### src/logic/lin_uart_pkg.sv
// Register map, field positions, reset values and states of the serial and bus master controller.
package lin_uart_pkg;
	// ----------------------------------------------------------------
	// Register byte offsets
	// ----------------------------------------------------------------
	localparam logic [7:0] OFS_SCR = 8'h00;
	localparam logic [7:0] OFS_SSR = 8'h04;
	localparam logic [7:0] OFS_LC1 = 8'h08;
	localparam logic [7:0] OFS_LC2 = 8'h0c;
	localparam logic [7:0] OFS_FSR = 8'h10;
	localparam logic [7:0] OFS_LSR = 8'h14;
	localparam logic [7:0] OFS_LESR = 8'h18;
	localparam logic [7:0] OFS_IER = 8'h1c;
	localparam logic [7:0] OFS_BUFLO = 8'h20;
	localparam logic [7:0] OFS_BUFHI = 8'h24;
	localparam logic [7:0] OFS_DIV = 8'h28;
	// ----------------------------------------------------------------
	// Field positions
	// ----------------------------------------------------------------
	localparam int SCR_UART = 0;
	localparam int SCR_TX_ENABLE = 1;
	localparam int SCR_RX_ENABLE = 2;
	localparam int SCR_PEN = 3;
	localparam int SCR_ODD = 4;
	localparam int SCR_NINE = 5;
	localparam int SCR_TXCNT = 6;
	localparam int SCR_RXCNT = 8;
	localparam int LC1_INIT = 0;
	localparam int LC1_MASTER = 1;
	localparam int LC1_LOCK = 2;
	localparam int FSR_DIR = 8;
	localparam int FSR_CCS = 9;
	localparam int FSR_LEN = 10;
	localparam int IER_BE = 0;
	localparam int IER_FE = 1;
	localparam int IER_CE = 2;
	localparam int IER_BO = 3;
	// ----------------------------------------------------------------
	// Reset values and constants
	// ----------------------------------------------------------------
	localparam logic [9:0] SCR_RST = 10'h000;
	localparam logic [2:0] LC1_RST = 3'h1;
	localparam logic [15:0] FSR_MASK = 16'hff3f;
	localparam logic [15:0] DIV_RST = 16'h0363;
	localparam logic [7:0] SYNC_BYTE = 8'h55;
	localparam logic [3:0] BREAK_BITS = 4'hd;
	localparam logic [6:0] BUF_BYTES = 7'h08;
	localparam int RX_SLOT0 = 4;

	typedef enum logic [7:0] {
		ST_IDLE = 8'h01,
		ST_UTX = 8'h02,
		ST_BRK = 8'h04,
		ST_SYNC = 8'h08,
		ST_PID = 8'h10,
		ST_TXD = 8'h20,
		ST_HOLD = 8'h40,
		ST_RXD = 8'h80
	} state_t;
endpackage

### src/logic/lin_bit_engine.sv
// Bit-level serialiser and sampler with break generation and read-back check.
`timescale 1ns/1ps
module lin_bit_engine (
	input wire logic mclk,
	input wire logic rstn,
	input wire logic [15:0] div,
	input wire logic nine,
	input wire logic tx_go,
	input wire logic [8:0] tx_data,
	input wire logic tx_brk,
	input wire logic chk_en,
	input wire logic rx_s,
	output logic txd,
	output logic tx_done,
	output logic bit_err,
	output logic rx_done,
	output logic [8:0] rx_data,
	output logic rx_ferr
);
	logic [13:0] tsh_r;
	logic [3:0] tcnt_r;
	logic [15:0] tdiv_r;
	logic tbusy_r;
	logic terr_r;
	logic [10:0] rsh_r;
	logic [3:0] rcnt_r;
	logic [15:0] rdiv_r;
	logic rbusy_r;
	logic rarm_r;

	localparam logic [3:0] BREAK_BITS = lin_uart_pkg::BREAK_BITS;
	wire [15:0] half = {1'b0, div[15:1]};
	wire [13:0] frame = tx_brk ? 14'h2000 :
		nine ? {4'h1, tx_data, 1'b0} : {5'h01, tx_data[7:0], 1'b0};
	wire [3:0] flen = tx_brk ? BREAK_BITS + 4'h1 : nine ? 4'hb : 4'ha;

	assign txd = tbusy_r ? tsh_r[0] : 1'b1;

	// ----------------------------------------------------------------
	// Transmit side
	// ----------------------------------------------------------------
	always_ff @(posedge mclk or negedge rstn) begin
		if (!rstn) begin
			tsh_r <= 14'h3fff;
			tcnt_r <= 4'h0;
			tdiv_r <= 16'h0000;
			tbusy_r <= 1'b0;
			terr_r <= 1'b0;
			tx_done <= 1'b0;
			bit_err <= 1'b0;
		end else begin
			tx_done <= 1'b0;
			bit_err <= 1'b0;
			if (!tbusy_r) begin
				if (tx_go) begin
					tbusy_r <= 1'b1;
					tsh_r <= frame;
					tcnt_r <= flen;
					tdiv_r <= div;
					terr_r <= 1'b0;
				end
			end else if (tdiv_r == 16'h0000) begin
				// A corrupted bit is finished before the frame is cut short.
				if (terr_r || tcnt_r == 4'h1) begin
					tbusy_r <= 1'b0;
					tx_done <= ~terr_r;
					bit_err <= terr_r;
				end else begin
					tsh_r <= {1'b1, tsh_r[13:1]};
					tcnt_r <= tcnt_r - 4'h1;
					tdiv_r <= div;
				end
			end else begin
				tdiv_r <= tdiv_r - 16'h0001;
				if (chk_en && tdiv_r == half && rx_s != tsh_r[0]) begin
					terr_r <= 1'b1;
				end
			end
		end
	end

	// ----------------------------------------------------------------
	// Receive side
	// ----------------------------------------------------------------
	// The sampler rearms only after seeing a recessive level, so a break is one frame.
	always_ff @(posedge mclk or negedge rstn) begin
		if (!rstn) begin
			rsh_r <= 11'h000;
			rcnt_r <= 4'h0;
			rdiv_r <= 16'h0000;
			rbusy_r <= 1'b0;
			rarm_r <= 1'b0;
			rx_done <= 1'b0;
			rx_data <= 9'h000;
			rx_ferr <= 1'b0;
		end else begin
			rx_done <= 1'b0;
			if (!rbusy_r) begin
				if (rx_s) begin
					rarm_r <= 1'b1;
				end else if (rarm_r) begin
					rbusy_r <= 1'b1;
					rarm_r <= 1'b0;
					rdiv_r <= half;
					rcnt_r <= nine ? 4'hb : 4'ha;
				end
			end else if (rdiv_r != 16'h0000) begin
				rdiv_r <= rdiv_r - 16'h0001;
			end else if (rx_s && rcnt_r == (nine ? 4'hb : 4'ha)) begin
				rbusy_r <= 1'b0;
			end else begin
				rdiv_r <= div;
				rsh_r <= {rx_s, rsh_r[10:1]};
				rcnt_r <= rcnt_r - 4'h1;
				if (rcnt_r == 4'h1) begin
					rbusy_r <= 1'b0;
					rx_done <= 1'b1;
					rx_ferr <= ~rx_s;
					rx_data <= nine ? rsh_r[10:2] : {1'b0, rsh_r[10:3]};
				end
			end
		end
	end
endmodule

### src/logic/lin_uart_master_controller.sv
// Top of the serial controller: register slave, message buffer, UART and bus master sequencing.
//
// Decided for this implementation: the Wishbone slave port and the address map.
`timescale 1ns/1ps
// What this block does
// - With parity enabled, eight-bit frames carry seven data bits plus parity, odd parity inverts it.
// - Nine-bit frames always carry eight data bits plus a parity bit.
// - In UART mode the low buffer word transmits and the high word receives.
// - UART mode and transmit enable set, writing slot zero starts sending.
// - Send the programmed byte count, at most four, then flag transmit complete.
// - Clearing transmit enable finishes the current send and blocks further ones.
// - Receiver runs outside init with receive enable; flag after the byte count.
// - Clearing receive enable finishes the current message, then reception stops.
// - Parity errors set a per-byte flag only; framing errors may interrupt.
// - A byte arriving while the buffer is unread sets overrun and may interrupt.
// - Without lock the newest message overwrites; with lock it is dropped.
// - Clock gating is acknowledged only when idle and no started UART receive message still awaits bytes.
// - Master select chosen, a header request sends break, sync and identifier.
// - As publisher the buffer bytes and the chosen checksum follow the header.
// - Successful publish sets transmit complete, errors go to the error register.
// - Long publishes pause after eight bytes until software clears the drained flag.
// - Direction set publishes from the buffer, clear subscribes into it.
// - Subscribed bytes land in the buffer; success flags receive complete.
// - Long subscriptions flag a filled buffer every eight bytes.
// - A read-back mismatch ends the frame after that bit and may interrupt.
// - A dominant stop bit is a framing error; go idle and may interrupt.
// - The response length field holds the byte count minus one.
// - Checksum kind zero covers identifier and data, one covers data only.
module lin_uart_master_controller (
	input wire logic mclk,
	input wire logic rstn,
	input wire logic wb_cyc_i,
	input wire logic wb_stb_i,
	input wire logic wb_we_i,
	input wire logic [7:0] wb_adr_i,
	input wire logic [3:0] wb_sel_i,
	input wire logic [31:0] wb_dat_i,
	output logic [31:0] wb_dat_o,
	output logic wb_ack_o,
	input wire logic rxd,
	output logic txd,
	output logic irq,
	input wire logic gate_req,
	output logic gate_ack
);
	// ----------------------------------------------------------------
	// Helpers
	// ----------------------------------------------------------------
	function automatic logic par_bit(input logic [7:0] d, input logic seven, input logic odd);
		par_bit = (seven ? ^d[6:0] : ^d) ^ odd;
	endfunction

	function automatic logic [7:0] cks_add(input logic [7:0] a, input logic [7:0] b);
		logic [8:0] s;
		s = {1'b0, a} + {1'b0, b};
		cks_add = s[7:0] + {7'h00, s[8]};
	endfunction

	// ----------------------------------------------------------------
	// State
	// ----------------------------------------------------------------
	lin_uart_pkg::state_t state_r;
	logic [9:0] scr_r;
	logic [2:0] lc1_r;
	logic [15:0] fsr_r;
	logic [3:0] ier_r;
	logic [15:0] div_r;
	logic [7:0] buf_r [0:7];
	logic hdr_req_r, disc_r;
	logic u_txc_r, u_rxc_r, u_fe_r, u_bof_r, u_rmb_r;
	logic [3:0] u_pe_r;
	logic l_txc_r, l_rxc_r, drain_r, fill_r;
	logic e_bit_r, e_fe_r, e_ck_r;
	logic [6:0] idx_r;
	logic [7:0] cks_r;
	logic [1:0] ucnt_r;
	logic rx_msg_r;
	logic go_r, brk_r;
	logic [8:0] tdat_r;
	logic rxd_m_r, rxd_s_r, greq_m_r, greq_s_r;
	logic [8:0] rdat;
	logic tx_ev, rx_ev, berr, ferr, eng_txd;

	// ----------------------------------------------------------------
	// Decode
	// ----------------------------------------------------------------
	wire bus_req = wb_cyc_i & wb_stb_i & ~wb_ack_o;
	// Writes land at the edge where the master sees ack, while it still holds the request.
	wire wr = wb_cyc_i & wb_stb_i & wb_ack_o & wb_we_i;
	wire [7:0] adr = {wb_adr_i[7:2], 2'b00};
	wire wr_scr = wr && adr == lin_uart_pkg::OFS_SCR;
	wire wr_ssr = wr && adr == lin_uart_pkg::OFS_SSR;
	wire wr_lc1 = wr && adr == lin_uart_pkg::OFS_LC1;
	wire wr_lc2 = wr && adr == lin_uart_pkg::OFS_LC2;
	wire wr_fsr = wr && adr == lin_uart_pkg::OFS_FSR;
	wire wr_lsr = wr && adr == lin_uart_pkg::OFS_LSR;
	wire wr_lesr = wr && adr == lin_uart_pkg::OFS_LESR;
	wire wr_ier = wr && adr == lin_uart_pkg::OFS_IER;
	wire wr_lo = wr && adr == lin_uart_pkg::OFS_BUFLO;
	wire wr_hi = wr && adr == lin_uart_pkg::OFS_BUFHI;
	wire wr_div = wr && adr == lin_uart_pkg::OFS_DIV;
	wire [31:0] w1c = wb_dat_i;

	wire uart = scr_r[lin_uart_pkg::SCR_UART];
	wire nine = uart & scr_r[lin_uart_pkg::SCR_NINE];
	wire pen = scr_r[lin_uart_pkg::SCR_PEN];
	wire odd = scr_r[lin_uart_pkg::SCR_ODD];
	wire [1:0] utx_last = scr_r[lin_uart_pkg::SCR_TXCNT +: 2];
	wire [1:0] urx_last = scr_r[lin_uart_pkg::SCR_RXCNT +: 2];
	wire init = lc1_r[lin_uart_pkg::LC1_INIT];
	wire lock = lc1_r[lin_uart_pkg::LC1_LOCK];
	wire [5:0] fid = fsr_r[5:0];
	wire dir = fsr_r[lin_uart_pkg::FSR_DIR];
	wire checksum_kind_select = fsr_r[lin_uart_pkg::FSR_CCS];
	wire [6:0] dlast = {1'b0, fsr_r[lin_uart_pkg::FSR_LEN +: 6]};
	wire [6:0] ckidx = dlast + 7'h01;
	wire [6:0] idx_inc = idx_r + 7'h01;
	wire [7:0] pid = {~(fid[1] ^ fid[3] ^ fid[4] ^ fid[5]), fid[0] ^ fid[1] ^ fid[2] ^ fid[4], fid};
	wire idle = state_r == lin_uart_pkg::ST_IDLE;

	// UART frames: nine-bit adds parity over eight bits, eight-bit may replace bit 7.
	function automatic logic [8:0] uframe(input logic [7:0] b);
		if (nine) begin
			uframe = {par_bit(b, 1'b0, odd), b};
		end else if (pen) begin
			uframe = {1'b0, par_bit(b, 1'b1, odd), b[6:0]};
		end else begin
			uframe = {1'b0, b};
		end
	endfunction

	// Transmission is only started from idle, so a cleared enable stops later triggers.
	wire u_start = idle & uart & scr_r[lin_uart_pkg::SCR_TX_ENABLE] & wr_lo & wb_sel_i[0];
	wire l_start = idle & ~uart & lc1_r[lin_uart_pkg::LC1_MASTER] & ~init & hdr_req_r;
	wire lin_tx = |(state_r & (lin_uart_pkg::ST_BRK | lin_uart_pkg::ST_SYNC |
		lin_uart_pkg::ST_PID | lin_uart_pkg::ST_TXD | lin_uart_pkg::ST_HOLD));
	wire in_txd = state_r == lin_uart_pkg::ST_TXD;
	wire in_rxd = state_r == lin_uart_pkg::ST_RXD;
	wire txd_ev = in_txd & tx_ev;
	wire rxd_ev = in_rxd & rx_ev;
	wire rxd_data = rxd_ev & ~ferr & idx_r <= dlast;
	wire rxd_ck = rxd_ev & ~ferr & idx_r == ckidx;

	// UART reception continues to the end of a started message even if disabled.
	wire u_acc = uart & ~init & rx_ev & (scr_r[lin_uart_pkg::SCR_RX_ENABLE] | rx_msg_r);
	wire u_end = u_acc & ucnt_r == urx_last;
	wire u_keep = ~(lock & u_rmb_r);
	wire u_perr = nine ? rdat[8] != par_bit(rdat[7:0], 1'b0, odd) :
		pen & (rdat[7] != par_bit(rdat[7:0], 1'b1, odd));

	wire [31:0] buf_lo = {buf_r[3], buf_r[2], buf_r[1], buf_r[0]};
	wire [31:0] buf_hi = {buf_r[7], buf_r[6], buf_r[5], buf_r[4]};
	wire [31:0] rd_mux =
		adr == lin_uart_pkg::OFS_SCR ? {22'h0, scr_r} :
		adr == lin_uart_pkg::OFS_SSR ? {23'h0, u_pe_r, u_rmb_r, u_bof_r, u_fe_r, u_rxc_r, u_txc_r} :
		adr == lin_uart_pkg::OFS_LC1 ? {29'h0, lc1_r} :
		adr == lin_uart_pkg::OFS_LC2 ? {30'h0, disc_r, hdr_req_r} :
		adr == lin_uart_pkg::OFS_FSR ? {16'h0, fsr_r} :
		adr == lin_uart_pkg::OFS_LSR ? {27'h0, ~idle, fill_r, drain_r, l_rxc_r, l_txc_r} :
		adr == lin_uart_pkg::OFS_LESR ? {29'h0, e_ck_r, e_fe_r, e_bit_r} :
		adr == lin_uart_pkg::OFS_IER ? {28'h0, ier_r} :
		adr == lin_uart_pkg::OFS_BUFLO ? buf_lo :
		adr == lin_uart_pkg::OFS_BUFHI ? buf_hi :
		adr == lin_uart_pkg::OFS_DIV ? {16'h0, div_r} : 32'h0;

	wire irq_nxt = ((u_fe_r | e_fe_r) & ier_r[lin_uart_pkg::IER_FE]) |
		(u_bof_r & ier_r[lin_uart_pkg::IER_BO]) |
		(e_bit_r & ier_r[lin_uart_pkg::IER_BE]) |
		(e_ck_r & ier_r[lin_uart_pkg::IER_CE]);

	lin_bit_engine eng (
		.mclk(mclk),
		.rstn(rstn),
		.div(div_r),
		.nine(nine),
		.tx_go(go_r),
		.tx_data(tdat_r),
		.tx_brk(brk_r),
		.chk_en(lin_tx),
		.rx_s(rxd_s_r),
		.txd(eng_txd),
		.tx_done(tx_ev),
		.bit_err(berr),
		.rx_done(rx_ev),
		.rx_data(rdat),
		.rx_ferr(ferr)
	);

	// ----------------------------------------------------------------
	// Bus slave, pins and configuration
	// ----------------------------------------------------------------
	always_ff @(posedge mclk or negedge rstn) begin
		if (!rstn) begin
			wb_ack_o <= 1'b0;
			wb_dat_o <= 32'h0;
			txd <= 1'b1;
			irq <= 1'b0;
			gate_ack <= 1'b0;
			{rxd_m_r, rxd_s_r, greq_m_r, greq_s_r} <= 4'hc;
			scr_r <= lin_uart_pkg::SCR_RST;
			lc1_r <= lin_uart_pkg::LC1_RST;
			fsr_r <= 16'h0;
			ier_r <= 4'h0;
			div_r <= lin_uart_pkg::DIV_RST;
			hdr_req_r <= 1'b0;
			disc_r <= 1'b0;
		end else begin
			wb_ack_o <= bus_req;
			wb_dat_o <= bus_req ? rd_mux : 32'h0;
			txd <= eng_txd;
			irq <= irq_nxt;
			{rxd_m_r, rxd_s_r} <= {rxd, rxd_m_r};
			{greq_m_r, greq_s_r} <= {gate_req, greq_m_r};
			gate_ack <= greq_s_r & idle & ~rx_msg_r;
			if (wr_scr) scr_r <= wb_dat_i[9:0];
			if (wr_lc1) lc1_r <= wb_dat_i[2:0];
			if (wr_fsr) fsr_r <= wb_dat_i[15:0] & lin_uart_pkg::FSR_MASK;
			if (wr_ier) ier_r <= wb_dat_i[3:0];
			if (wr_div) div_r <= wb_dat_i[15:0];
			hdr_req_r <= (wr_lc2 & wb_dat_i[0]) | (hdr_req_r & ~l_start);
			disc_r <= (wr_lc2 ? wb_dat_i[1] : disc_r) & ~(state_r == lin_uart_pkg::ST_PID & tx_ev);
		end
	end

	// ----------------------------------------------------------------
	// Status flags: a hardware set wins over a software clear
	// ----------------------------------------------------------------
	always_ff @(posedge mclk or negedge rstn) begin
		if (!rstn) begin
			{u_txc_r, u_rxc_r, u_fe_r, u_bof_r, u_rmb_r} <= 5'h0;
			u_pe_r <= 4'h0;
			{l_txc_r, l_rxc_r, drain_r, fill_r} <= 4'h0;
			{e_bit_r, e_fe_r, e_ck_r} <= 3'h0;
			ucnt_r <= 2'h0;
			rx_msg_r <= 1'b0;
		end else begin
			u_txc_r <= (state_r == lin_uart_pkg::ST_UTX & tx_ev & idx_r[1:0] == utx_last) |
				(u_txc_r & ~(wr_ssr & w1c[0]));
			u_rxc_r <= (u_end & u_keep) | (u_rxc_r & ~(wr_ssr & w1c[1]));
			u_fe_r <= (u_acc & ferr) | (u_fe_r & ~(wr_ssr & w1c[2]));
			u_bof_r <= (u_acc & u_rmb_r) | (u_bof_r & ~(wr_ssr & w1c[3]));
			u_rmb_r <= u_end | (u_rmb_r & ~(wr_ssr & w1c[4]));
			for (int i = 0; i < 4; i++) begin
				u_pe_r[i] <= (u_acc & u_perr & ucnt_r == 2'(i)) | (u_pe_r[i] & ~(wr_ssr & w1c[5 + i]));
			end
			if (u_acc) begin
				ucnt_r <= u_end ? 2'h0 : ucnt_r + 2'h1;
				rx_msg_r <= ~u_end;
			end
			l_txc_r <= (txd_ev & idx_r == ckidx) | (l_txc_r & ~(wr_lsr & w1c[0]));
			l_rxc_r <= (rxd_ck & rdat[7:0] == ~cks_r) | (l_rxc_r & ~(wr_lsr & w1c[1]));
			drain_r <= (txd_ev & idx_r < dlast & idx_r[2:0] == 3'h7) |
				(drain_r & ~(wr_lsr & w1c[2]));
			fill_r <= (rxd_data & idx_r < dlast & idx_r[2:0] == 3'h7) |
				(fill_r & ~(wr_lsr & w1c[3]));
			e_bit_r <= (berr & lin_tx) | (e_bit_r & ~(wr_lesr & w1c[0]));
			e_fe_r <= (rxd_ev & ferr) | (e_fe_r & ~(wr_lesr & w1c[1]));
			e_ck_r <= (rxd_ck & rdat[7:0] != ~cks_r) | (e_ck_r & ~(wr_lesr & w1c[2]));
		end
	end

	// ----------------------------------------------------------------
	// Message buffer: received bytes take priority over a bus write
	// ----------------------------------------------------------------
	always_ff @(posedge mclk or negedge rstn) begin
		if (!rstn) begin
			for (int i = 0; i < 8; i++) buf_r[i] <= 8'h00;
		end else begin
			for (int i = 0; i < 8; i++) begin
				if (rxd_data && idx_r[2:0] == 3'(i)) begin
					buf_r[i] <= rdat[7:0];
				end else if (u_acc && u_keep && i == lin_uart_pkg::RX_SLOT0 + int'(ucnt_r)) begin
					buf_r[i] <= rdat[7:0];
				end else if ((i < 4 ? wr_lo : wr_hi) && wb_sel_i[i % 4]) begin
					buf_r[i] <= wb_dat_i[8 * (i % 4) +: 8];
				end
			end
		end
	end

	// ----------------------------------------------------------------
	// Frame sequencer
	// ----------------------------------------------------------------
	always_ff @(posedge mclk or negedge rstn) begin
		if (!rstn) begin
			state_r <= lin_uart_pkg::ST_IDLE;
			idx_r <= 7'h0;
			cks_r <= 8'h0;
			go_r <= 1'b0;
			brk_r <= 1'b0;
			tdat_r <= 9'h0;
		end else begin
			go_r <= 1'b0;
			if (lin_tx && berr) begin
				state_r <= lin_uart_pkg::ST_IDLE;
			end else begin
				unique case (state_r)
					lin_uart_pkg::ST_IDLE: begin
						idx_r <= 7'h0;
						if (u_start) begin
							state_r <= lin_uart_pkg::ST_UTX;
							go_r <= 1'b1;
							brk_r <= 1'b0;
							tdat_r <= uframe(wb_dat_i[7:0]);
						end else if (l_start) begin
							state_r <= lin_uart_pkg::ST_BRK;
							go_r <= 1'b1;
							brk_r <= 1'b1;
						end
					end
					lin_uart_pkg::ST_UTX: if (tx_ev) begin
						if (idx_r[1:0] == utx_last) begin
							state_r <= lin_uart_pkg::ST_IDLE;
						end else begin
							idx_r <= idx_inc;
							go_r <= 1'b1;
							tdat_r <= uframe(buf_r[idx_inc[1:0]]);
						end
					end
					lin_uart_pkg::ST_BRK: if (tx_ev) begin
						state_r <= lin_uart_pkg::ST_SYNC;
						go_r <= 1'b1;
						brk_r <= 1'b0;
						tdat_r <= {1'b0, lin_uart_pkg::SYNC_BYTE};
					end
					lin_uart_pkg::ST_SYNC: if (tx_ev) begin
						state_r <= lin_uart_pkg::ST_PID;
						go_r <= 1'b1;
						tdat_r <= {1'b0, pid};
						cks_r <= checksum_kind_select ? 8'h00 : pid;
					end
					lin_uart_pkg::ST_PID: if (tx_ev) begin
						if (dir) begin
							state_r <= lin_uart_pkg::ST_TXD;
							go_r <= 1'b1;
							tdat_r <= {1'b0, buf_r[0]};
							cks_r <= cks_add(cks_r, buf_r[0]);
						end else if (disc_r) begin
							state_r <= lin_uart_pkg::ST_IDLE;
						end else begin
							state_r <= lin_uart_pkg::ST_RXD;
						end
					end
					lin_uart_pkg::ST_TXD: if (tx_ev) begin
						idx_r <= idx_inc;
						if (idx_r == ckidx) begin
							state_r <= lin_uart_pkg::ST_IDLE;
						end else if (idx_r == dlast) begin
							go_r <= 1'b1;
							tdat_r <= {1'b0, ~cks_r};
						end else if (idx_r[2:0] == 3'h7) begin
							state_r <= lin_uart_pkg::ST_HOLD;
						end else begin
							go_r <= 1'b1;
							tdat_r <= {1'b0, buf_r[idx_inc[2:0]]};
							cks_r <= cks_add(cks_r, buf_r[idx_inc[2:0]]);
						end
					end
					lin_uart_pkg::ST_HOLD: if (!drain_r) begin
						state_r <= lin_uart_pkg::ST_TXD;
						go_r <= 1'b1;
						tdat_r <= {1'b0, buf_r[idx_r[2:0]]};
						cks_r <= cks_add(cks_r, buf_r[idx_r[2:0]]);
					end
					lin_uart_pkg::ST_RXD: if (rx_ev) begin
						idx_r <= idx_inc;
						if (ferr || idx_r == ckidx) begin
							state_r <= lin_uart_pkg::ST_IDLE;
						end else begin
							cks_r <= cks_add(cks_r, rdat[7:0]);
						end
					end
					default: state_r <= lin_uart_pkg::ST_IDLE;
				endcase
			end
		end
	end
endmodule

### config.mk
export PLATFORM = sky130hd
export DESIGN_NAME = lin_uart_master_controller
export DESIGN_NICKNAME = d
export VERILOG_FILES = /design/src/logic/lin_uart_pkg.sv /design/src/logic/lin_bit_engine.sv /design/src/logic/lin_uart_master_controller.sv
export SDC_FILE = /design/constraint.sdc
export NUM_CORES = 1
export LEC_CHECK = 0
export ABC_AREA = 1
export ABC_CLOCK_PERIOD_IN_PS = 7500
export BUFFER_PORTS_ARGS = -buffer_cell sky130_fd_sc_hd__buf_2
export CORE_AREA = 2 2 198 200
export CTS_BUF_LIST = sky130_fd_sc_hd__clkbuf_8
export CTS_CLUSTER_DIAMETER = 40
export DETAILED_ROUTE_END_ITERATION = 8
export DIE_AREA = 0 0 200 202
export GPL_TIMING_DRIVEN = 0
export HOLD_SLACK_MARGIN = 0.02
export PLACE_DENSITY = 0.62
export SLEW_MARGIN = 15
export SYNTH_ARGS = -nofsm -noshare
export SYNTH_HDL_FRONTEND = slang
export SYNTH_SLANG_ARGS = --single-unit
### constraint.sdc
create_clock -name mclk -period 7.5 [get_ports mclk]
set_input_delay 1.875 -clock mclk [delete_from_list [all_inputs] [get_ports mclk]]
set_output_delay 1.875 -clock mclk [all_outputs]
set_load 0.01 [all_outputs]
-- Word-level counts from Yosys, hierarchy flattened
Index checks and enable logic that the tools add are counted.
- flip-flop bits (word level): 288
- input port bits: 51
- add/sub/neg operators: 16
- $lt $le $gt $ge: 5
- equal/unequal tests: 85
- muxes and demuxes: 171
- bitwise logic cells: 155
- reductions and logical operators: 82
- operators by type and width (cell ; count):
    $mux 8 ; 60
    $mux 32 ; 11
    $mux 16 ; 10
    $mux 9 ; 15
    $eq 4x32->1 const A ; 3
    $and 1x1->1 ; 85
    $bmux 8 s3 ; 3
    $mux 14 ; 5
    $eq 3x32->1 const A ; 2
    $pmux 8 s8 ; 1
    $pmux 9 s7 ; 1
    $mux 1 ; 45
    $logic_and 1x1->1 ; 40
    $pmux 8 s5 ; 1
    $add 8x8->9 ; 4
    $mux 4 ; 9
    $add 8x1->8 ; 4
    $eq 2x32->1 const A ; 1
    $logic_not 32->1 ; 1
    $not 1->1 ; 32
    $sub 16x1->16 const B ; 2
    $mux 7 ; 4
    $pmux 7 s4 ; 1
    $ne 2x2->1 const B ; 13
    73 further kinds ; 161

-- Depth between registers and ports, before layout
Gate-level depths: netlist of run 1.
- depth in word-level cells: 13
- mapped depth: 31

-- Hierarchy
A second synthesis of run 1 with hierarchy kept.
- cell total of the unflattened synthesis: 2760
- area, all modules: 19483.7 um^2
- by module, submodules not included (module ; times used ; cells an instance ; area each (um^2) ; seq. area each (um^2)):
    lin_uart_master_controller ; 1 ; 2042 ; 14340.0 ; 5168.7
    lin_bit_engine ; 1 ; 718 ; 5143.7 ; 2019.4

-- Worst setup path before layout of run 1
No wires, ideal clock.
- path kind: register to register
- from: register idx_r[0]
- to: register cks_r[6]
- library setup time: 122 ps
- data arrival time: 4243 ps
- required time: 7378 ps
- setup slack: 3136 ps
- cell stages (with the launch flop): 30
- buffers on the path: 6
- period minus slack after synthesis: 4364 ps
- path through: dfrtp_1 inv_1 buf_2 clkbuf_1 buf_2 ha_1 buf_2 buf_2 clkbuf_1 a21oi_1 o21ai_0 a31oi_1 ha_1 fa_1 nand3_1 nand3_1 a21oi_1 o21bai_1 ha_1 ha_1 inv_1 nor2_1 nand3_1 nor2_1 nand2_1 nand2_1 nand3_1 nand2_1 nor2_1 a21oi_1
- cells in the longest elaborated chain, start to end: 12
- elaborated cells between the ends (all ways): 28
- classes of those cells: add/sub (5); eq/ne (7); mux (12); bitwise (2); reduce/logical (2)
- RTL lines (what ; RTL line ; source):
    start, declared ; lin_uart_master_controller.sv:74 ; logic [6:0] idx_r;
    start signal, assigned ; lin_uart_master_controller.sv:315 ; idx_r <= idx_inc;
    start signal, assigned ; lin_uart_master_controller.sv:345 ; idx_r <= idx_inc;
    start signal, assigned ; lin_uart_master_controller.sv:366 ; idx_r <= idx_inc;
    $add 7x1->7 ; lin_uart_master_controller.sv:117 ; wire [6:0] idx_inc = idx_r + 7'h01;
    $not 3->4 (not written as such) ; lin_uart_master_controller.sv:356 ; cks_r <= cks_add(cks_r, buf_r[idx_inc[2:0]]);
    $bmux 8 s3 ; lin_uart_master_controller.sv:356 ;
    $mux 8 (not written as such) (2 in series) ; lin_uart_master_controller.sv:356 ;
    $add 8x8->9 ; lin_uart_master_controller.sv:55 ; s = {1'b0, a} + {1'b0, b};
    $add 8x1->8 ; lin_uart_master_controller.sv:56 ; cks_add = s[7:0] + {7'h00, s[8]};
    $mux 8 ; lin_uart_master_controller.sv:351 ; end else if (idx_r[2:0] == 3'h7) begin
    $mux 8 ; lin_uart_master_controller.sv:348 ; end else if (idx_r == dlast) begin
    $mux 8 ; lin_uart_master_controller.sv:346 ; if (idx_r == ckidx) begin
    $mux 8 ; lin_uart_master_controller.sv:344 ; lin_uart_pkg::ST_TXD: if (tx_ev) begin
    $pmux 8 s5 ; lin_uart_master_controller.sv:297 ; unique case (state_r)
    end signal, assigned ; lin_uart_master_controller.sv:337 ; cks_r <= cks_add(cks_r, buf_r[0]);
    end signal, assigned ; lin_uart_master_controller.sv:356 ;
    end signal, assigned ; lin_uart_master_controller.sv:363 ; cks_r <= cks_add(cks_r, buf_r[idx_r[2:0]]);
    end, declared ; lin_uart_master_controller.sv:75 ; logic [7:0] cks_r;
Parallel ways exist; a longest one is shown, timed or not. The select of a mux whose other input is x is not followed.
A chain may end at the register's enable or synchronous reset.

-- Worst setup path after layout of run 1
Same ends and word-level chain as after synthesis.

==> impl_metrics.env, run 1 <==
export IMPL_status="finished clean"
export IMPL_clkTransAtPathRegs_ps=70
export IMPL_cts_tree="built"
export IMPL_layout_min_cycle_time_ps=6450
export IMPL_routed_wirelength_mm=74.6
export IMPL_clock_latency_ps=680
export IMPL_placementRows=72
export IMPL_ys_types=56
export IMPL_avgRoutedWirePerCell_um=22.0
export IMPL_crit_fanout=12
export IMPL_grt_max_degree=93
export IMPL_timing_rr_start="idx_r[0]"
export IMPL_drtAntennaViolNets=0
export IMPL_insertedDiodeCount=0
export IMPL_ys_flop_type="dfrtp_1"
export IMPL_maxSlewViolCount=0
export IMPL_vias=19800
export IMPL_mappedNetlistArea_um2=18900
export IMPL_core_um2=38300
export IMPL_finalSetupViolCount=0
export IMPL_yosys_warnings=0
export IMPL_maxCapViolCount=0
export IMPL_cts_root_buf="clkbuf_8"
export IMPL_hold_class="reg2reg"
export IMPL_die_h_um=202
export IMPL_nets=2945
export IMPL_drcViolationCount=0
export IMPL_power_leakage_uw=0.0103
export IMPL_grt_overflow=0
export IMPL_reg2reg_depth=27
export IMPL_worstHoldPathCells=0
export IMPL_place_ws_ps=1400
export IMPL_cts_sinks=286
export IMPL_syn_avg_cell_area_um2=7.06
export IMPL_hold_viol=0
export IMPL_synth_cells=2677
export IMPL_grt_pass1_vias=18600
export IMPL_hold_end="rxd_s_r"
export IMPL_io_buffers=84
export IMPL_slew_headroom=0.103
export IMPL_synth_seq_cells=286
export IMPL_synth_async_reset_ratio=1.00
export IMPL_ys_seq_area_frac=0.380
export IMPL_pin_count=87
export IMPL_worst_ep_arrival_time_ps=7000
export IMPL_startpoint_type="register"
export IMPL_postCtsSetupRepairBufs=0
export IMPL_ir_drop_mv=0.251
export IMPL_dp_hpwl_mm=57.8
export IMPL_drtIter0Drc=2150
export IMPL_cts_inserted_buffers=59
export IMPL_required_ps=8060
export IMPL_dieArea_um2=40400
export IMPL_setup_ws_ps=1050
export IMPL_cts_max_level=2
export IMPL_hold_path_startpoint="rxd_m_r"
export IMPL_finClkSkew_ps=15.0
export IMPL_synth_edf_count=0
export IMPL_rsz0062_at_grt="no"
export IMPL_antenna_found_initial=1
export IMPL_tightest_slew_ps=1340
export IMPL_drive_gt1_frac=0.0981
export IMPL_cp_end_kind="register"
export IMPL_initial_core_util=0.494
export IMPL_syn_nets=2797
export IMPL_r2r_end="cks_r[6]"
export IMPL_regToRegSetupSlack_ps=1050
export IMPL_syn2layout_area_growth_pct=13.8
export IMPL_viasPerCell=5.84
export IMPL_ctsResizeCount=0
export IMPL_place_congestion=1.05
export IMPL_first_pass_iters=6
export IMPL_grt_pass1_wl_mm=112
export IMPL_cts_hold_buf=0
export IMPL_p_per_area_nw_per_um2=334
export IMPL_tns_ps=0
export IMPL_cts_max_path_buffers=3
export IMPL_finalCritPeriodShare=0.860
export IMPL_fp_dieW_um=200
export IMPL_grtUsageTotal=0.371
export IMPL_fmax_ghz=0.155
export IMPL_worstSetupPathType="reg2reg"
routing by layer:
layer	track usage	share of wire	up-vias
met3	0.0627	0.081	220
li1	-	-	9231
met2	0.578	0.45	936
met4	0.196	0.057	2
met5	0	0.00017	-
met1	0.495	0.41	9424
worst max-delay path, cell delays in order (launching register included):
cell,delay [ps]
dfrtp_1,560
inv_1,150
buf_2,260
clkbuf_1,400
buf_2,390
ha_1,180
buf_2,240
buf_2,290
clkbuf_1,490
o211ai_1,310
a31oi_1,550
ha_1,360
fa_1,280
nand3_1,130
nand3_1,110
a21oi_1,80
o21bai_1,160
ha_1,210
ha_1,150
inv_1,50
nor2_1,200
nand3_1,130
nor2_1,180
nand3_1,100
nand3_1,80
nand2_1,80
nor2_1,110
a21oi_1,70
layout make-up:
class                           instances  area (um2)
Timing Repair Buffer                   87         513
Sequential cell                       286        7190
Clock inverter                         45         524
Clock buffer                           67         922
Fill cell                            3784       16800
Multi-Input combinational cell       1976       10100
Tap cell                              518         648
Buffer                                 87         363
Inverter                              328        1230
flip-flops by register name, summed over array words and instances (netlist names), 2 cells and up:
| register | flops |
|---|---|
| idx_r | 7 |
| div_r | 16 |
| eng.rsh_r | 9 |
| u_pe_r | 4 |
| wb_dat_o | 32 |
| eng.tdiv_r | 16 |
| eng.rcnt_r | 4 |
| state_r | 8 |
| buf_hi | 32 |
| ier_r | 4 |
| scr_r | 10 |
| ucnt_r | 2 |
| eng.tcnt_r | 4 |
| buf_lo | 32 |
| cks_r | 8 |
| eng.rx_data | 9 |
| lc1_r | 3 |
| tdat_r | 9 |
| fsr_r | 14 |
| eng.tsh_r | 14 |
| eng.rdiv_r | 16 |
per-stage QoR:
step	instance area (um2)	total power, uW	utilization	std cells	hold slack, ps
after floorplan	18900	4170	-	2677	331
after CTS	21500	7140	0.562	3394	358
final	21500	7180	0.562	3394	353
after global placement	20000	5050	0.522	3279	347
after detailed placement	20100	5100	0.524	3282	345
after global routing	21500	7700	0.562	3394	357
report_power, final:
group          internal [uW]  leakage, uW  switching (uW)  total, uW
logic                   1010      0.00618            2140       3150
clock network           1190     0.000756             822       2010
registers               1760      0.00338             251       2020
placed cells by master, fill, tap and decap left out, types with 50 or more instances in the layout:
cell      instances
o211ai_1         50
dfrtp_1         261
a21oi_1         113
nand3_1         239
nand2_1         758
buf_2           100
ha_1             65
nor2_1          208
clkbuf_8         67
inv_1           323
clkbuf_1         65
o21ai_0         228
cell families (layout without fill, tap and decap cells):
kind of cell	after synthesis	after routing	share of synthesized area
compound gates	545	545	0.173
xor+xnor	46	46	0.0213
fa+ha+maj	69	69	0.0473
buf+inv	415	614	0.0844
flops	286	286	0.380
simple gates	1316	1316	0.294
how the worst max path moves through the flow:
stage                        end  slack [ps]      from  cells after the start
floorplan               cks_r[6]        3140  idx_r[0]                     29
global placement    wb_dat_o[19]        -810      rstn                      1
detailed placement      cks_r[6]        1400  idx_r[0]                     27
CTS                     cks_r[6]        1330  idx_r[0]                     27
global route            cks_r[6]         700  idx_r[0]                     27
finish                  cks_r[6]        1050  idx_r[0]                     27
synthesized netlist by cell type (3+ instances only):
| cell | number | area (um2) |
|---|---|---|
| nand2_1 | 758 | 2850 |
| inv_1 | 313 | 1170 |
| dfrtp_1 | 261 | 6530 |
| nand3_1 | 239 | 1200 |
| o21ai_0 | 228 | 1140 |
| nor2_1 | 208 | 781 |
| a21oi_1 | 113 | 566 |
| clkbuf_1 | 65 | 244 |
| ha_1 | 65 | 813 |
| o211ai_1 | 50 | 375 |
| nand4_1 | 34 | 213 |
| o22ai_1 | 32 | 200 |
| a31oi_1 | 26 | 163 |
| dfstp_2 | 25 | 657 |
| xnor2_1 | 23 | 201 |
| xor2_1 | 23 | 201 |
| nor3_1 | 22 | 110 |
| buf_2 | 17 | 85.1 |
| a221oi_1 | 15 | 131 |
| a22oi_1 | 13 | 97.6 |
| nand3b_1 | 12 | 90.1 |
| o211ai_2 | 11 | 138 |
| o221ai_1 | 11 | 96.3 |
| inv_2 | 9 | 33.8 |
| nor4_1 | 9 | 56.3 |
| o31ai_1 | 9 | 67.6 |
| nor2_2 | 8 | 50.1 |
| a211oi_1 | 6 | 45.0 |
| nand2_2 | 6 | 37.5 |
| o21a_1 | 6 | 45.0 |
| o21bai_1 | 6 | 45.0 |
| clkinv_1 | 5 | 18.8 |
| o21ai_1 | 5 | 25.0 |
| fa_1 | 4 | 80.1 |
| nand3_2 | 4 | 40.0 |
| or2_2 | 4 | 25.0 |
| a22o_1 | 3 | 26.3 |
| and2_1 | 3 | 18.8 |
| o211a_1 | 3 | 30.0 |
Note: power is estimated with default switching activity, not from simulation.
==> run 2, diff against run 1 <==
- ABC_CLOCK_PERIOD_IN_PS: 7500 -> 5640
- PLACE_DENSITY: 0.62 -> 0.65
- clock period: 7.5 -> 5.64 ns (I/O delays scaled with it)
==> run 2 against run 1 <==
Effect of this change: sequential power rose by 33%; register-to-register slack got worse by 670 ps; setup slack got worse by 670 ps; sequential share of layout area rose by 0.21 points; critical path type unchanged; largest cell class unchanged.
==> impl_metrics.env, run 2 (synthesis results as in run 1) <==
export IMPL_status="finished clean"
export IMPL_required_ps=6180
export IMPL_p_seq_frac=0.290
export IMPL_cts_hold_buf=0
export IMPL_core_um2=38300
export IMPL_drtIter0Drc=2236
export IMPL_place_congestion=1.04
export IMPL_antenna_found_initial=0
export IMPL_final_cell_count_no_fill=3387
export IMPL_worstSetupPathType="reg2reg"
export IMPL_hold_ws_ps=355
export IMPL_dieArea_um2=40400
export IMPL_layout_min_cycle_time_ps=5260
export IMPL_cts_sinks=286
export IMPL_grt_overflow=0
export IMPL_comb_power_share=0.457
export IMPL_clkTransAtPathRegs_ps=70
export IMPL_clock_latency_ps=700
export IMPL_power_leakage_uw=0.0103
export IMPL_drive_gt1_frac=0.0969
export IMPL_viasPerCell=5.91
export IMPL_p_per_area_nw_per_um2=432
export IMPL_crit_fanout=19
export IMPL_worstHoldPathCells=0
export IMPL_fillCellCount=3795
export IMPL_cts_max_level=2
export IMPL_hold_class="reg2reg"
export IMPL_pin_count=87
export IMPL_die_h_um=202
export IMPL_place_inst=3282
export IMPL_reg2reg_depth=27
export IMPL_rsz0062_at_grt="no"
export IMPL_worst_ep_arrival_time_ps=5800
export IMPL_finalCritPeriodShare=0.932
export IMPL_swShare=0.453
export IMPL_syn2layout_area_growth_pct=13.1
export IMPL_finClkSkew_ps=51.2
export IMPL_tightest_slew_ps=915
export IMPL_grt_pass1_wl_mm=114
export IMPL_cts_root_buf="clkbuf_8"
export IMPL_grt_max_degree=101
export IMPL_finalSetupViolCount=0
export IMPL_first_pass_iters=6
export IMPL_drcViolationCount=0
export IMPL_ir_drop_mv=0.330
export IMPL_p_clk_frac=0.253
export IMPL_final_common_cell="nand2_1"
export IMPL_drtAntennaViolNets=0
export IMPL_cts_tree="built"
export IMPL_startpoint_type="register"
export IMPL_routed_wirelength_mm=75.2
export IMPL_vias=20000
export IMPL_dp_hpwl_mm=58.7
export IMPL_cts_inserted_buffers=55
export IMPL_initial_core_util=0.494
export IMPL_grt_pass1_vias=19000
export IMPL_fp_dieW_um=200
export IMPL_nets=2942
export IMPL_io_buffers=84
export IMPL_power_switching_uw=4180
export IMPL_maxCapViolCount=0
export IMPL_hold_viol=0
export IMPL_cp_end_kind="register"
export IMPL_avgRoutedWirePerCell_um=22.2
export IMPL_cts_max_path_buffers=3
export IMPL_slew_headroom=0.388
export IMPL_multi_input_area_um2=10200
export IMPL_fmax_ghz=0.190
export IMPL_placementRows=72
export IMPL_seqCellArea_um2=7190
export IMPL_grtUsageTotal=0.377
export IMPL_maxSlewViolCount=0
export IMPL_intPower_uw=5040
export IMPL_layout_common_cells="758 x nand2_1, 334 x inv_1, 259 x dfrtp_1"
## run 2: final timing paths
check | from | endpoint | slack [ps]
worst max-delay path | idx_r[0] | cks_r[6] | 380
worst min-delay path | rxd_m_r | rxd_s_r | 360
worst max register to register | idx_r[0] | cks_r[6] | 380
worst min register to register | rxd_m_r | rxd_s_r | 360
max in group asynchronous | rstn | rxd_s_r | 3850
min in group asynchronous | rstn | scr_r[2] | 590
## run 2: power by group through the flow
stage	Combinational [uW]	Sequential, uW	Clock [uW]
floorplan	2980	2570	0
global placement	4020	2690	0
detailed placement	4100	2690	0
CTS	4130	2660	2350
global route	4800	2710	2430
finish	4220	2680	2330
## run 2: through the flow
step                instance area [um2]  setup TNS [ps]   util  worst slack [ps]  power (uW)
detailed placement                20100           -1100  0.524              -398        6790
CTS                               21300               0  0.557              77.3        9140
global route                      21400               0  0.558              25.4        9940
floorplan                         18900               0      -              1280        5550
global placement                  20000         -570280  0.522             -2190        6710
finish                            21400               0  0.559               382        9230
## run 2: cell type report
class / instances / area share
repair buffers: 91 / 0.0254
multi-input cells: 1976 / 0.475
diodes: 1 / 0.000117
inverters: 328 / 0.0579
clock buffers: 64 / 0.0412
flip-flops and latches: 286 / 0.336
well taps: 518 / 0.0303
plain buffers: 84 / 0.0169
clock inverters: 39 / 0.0170
## run 2: layer usage
| layer | vias to the layer above | track usage | wire length, um |
|---|---|---|---|
| met3 | 232 | 0.0549 | 6380 |
| met5 | - | 0 | 0 |
| met2 | 1007 | 0.581 | 33100 |
| met4 | 0 | 0.203 | 4500 |
| li1 | 9230 | - | - |
| met1 | 9565 | 0.511 | 31300 |
## run 2: repair_timing
action / CTS / global route
buffers inserted: 0 / 4
resized for setup: 5 / 11
endpoints found under the setup margin: 6 / 6
endpoints found under the hold margin: 0 / 0
pin swaps: 0 / 2
cloned: 0 / 0
## run 2: worst max-delay path: stages, from the launching register on
cell and delay (ps):
dfrtp_2 490, inv_1 120, buf_4 250, buf_6 210
ha_1 240, buf_2 200, buf_2 210, clkbuf_2 250
a21oi_1 150, o21ai_0 150, a31oi_2 400, ha_2 290
fa_1 270, nand3_1 120, nand3_1 110, a21oi_1 70
o21bai_1 130, ha_1 200, ha_1 150, inv_1 40
nor2_1 170, nand3_1 130, nor2_1 190, nand3_1 100
nand3_1 120, nand2_1 70, nor2_1 180, a21oi_1 90
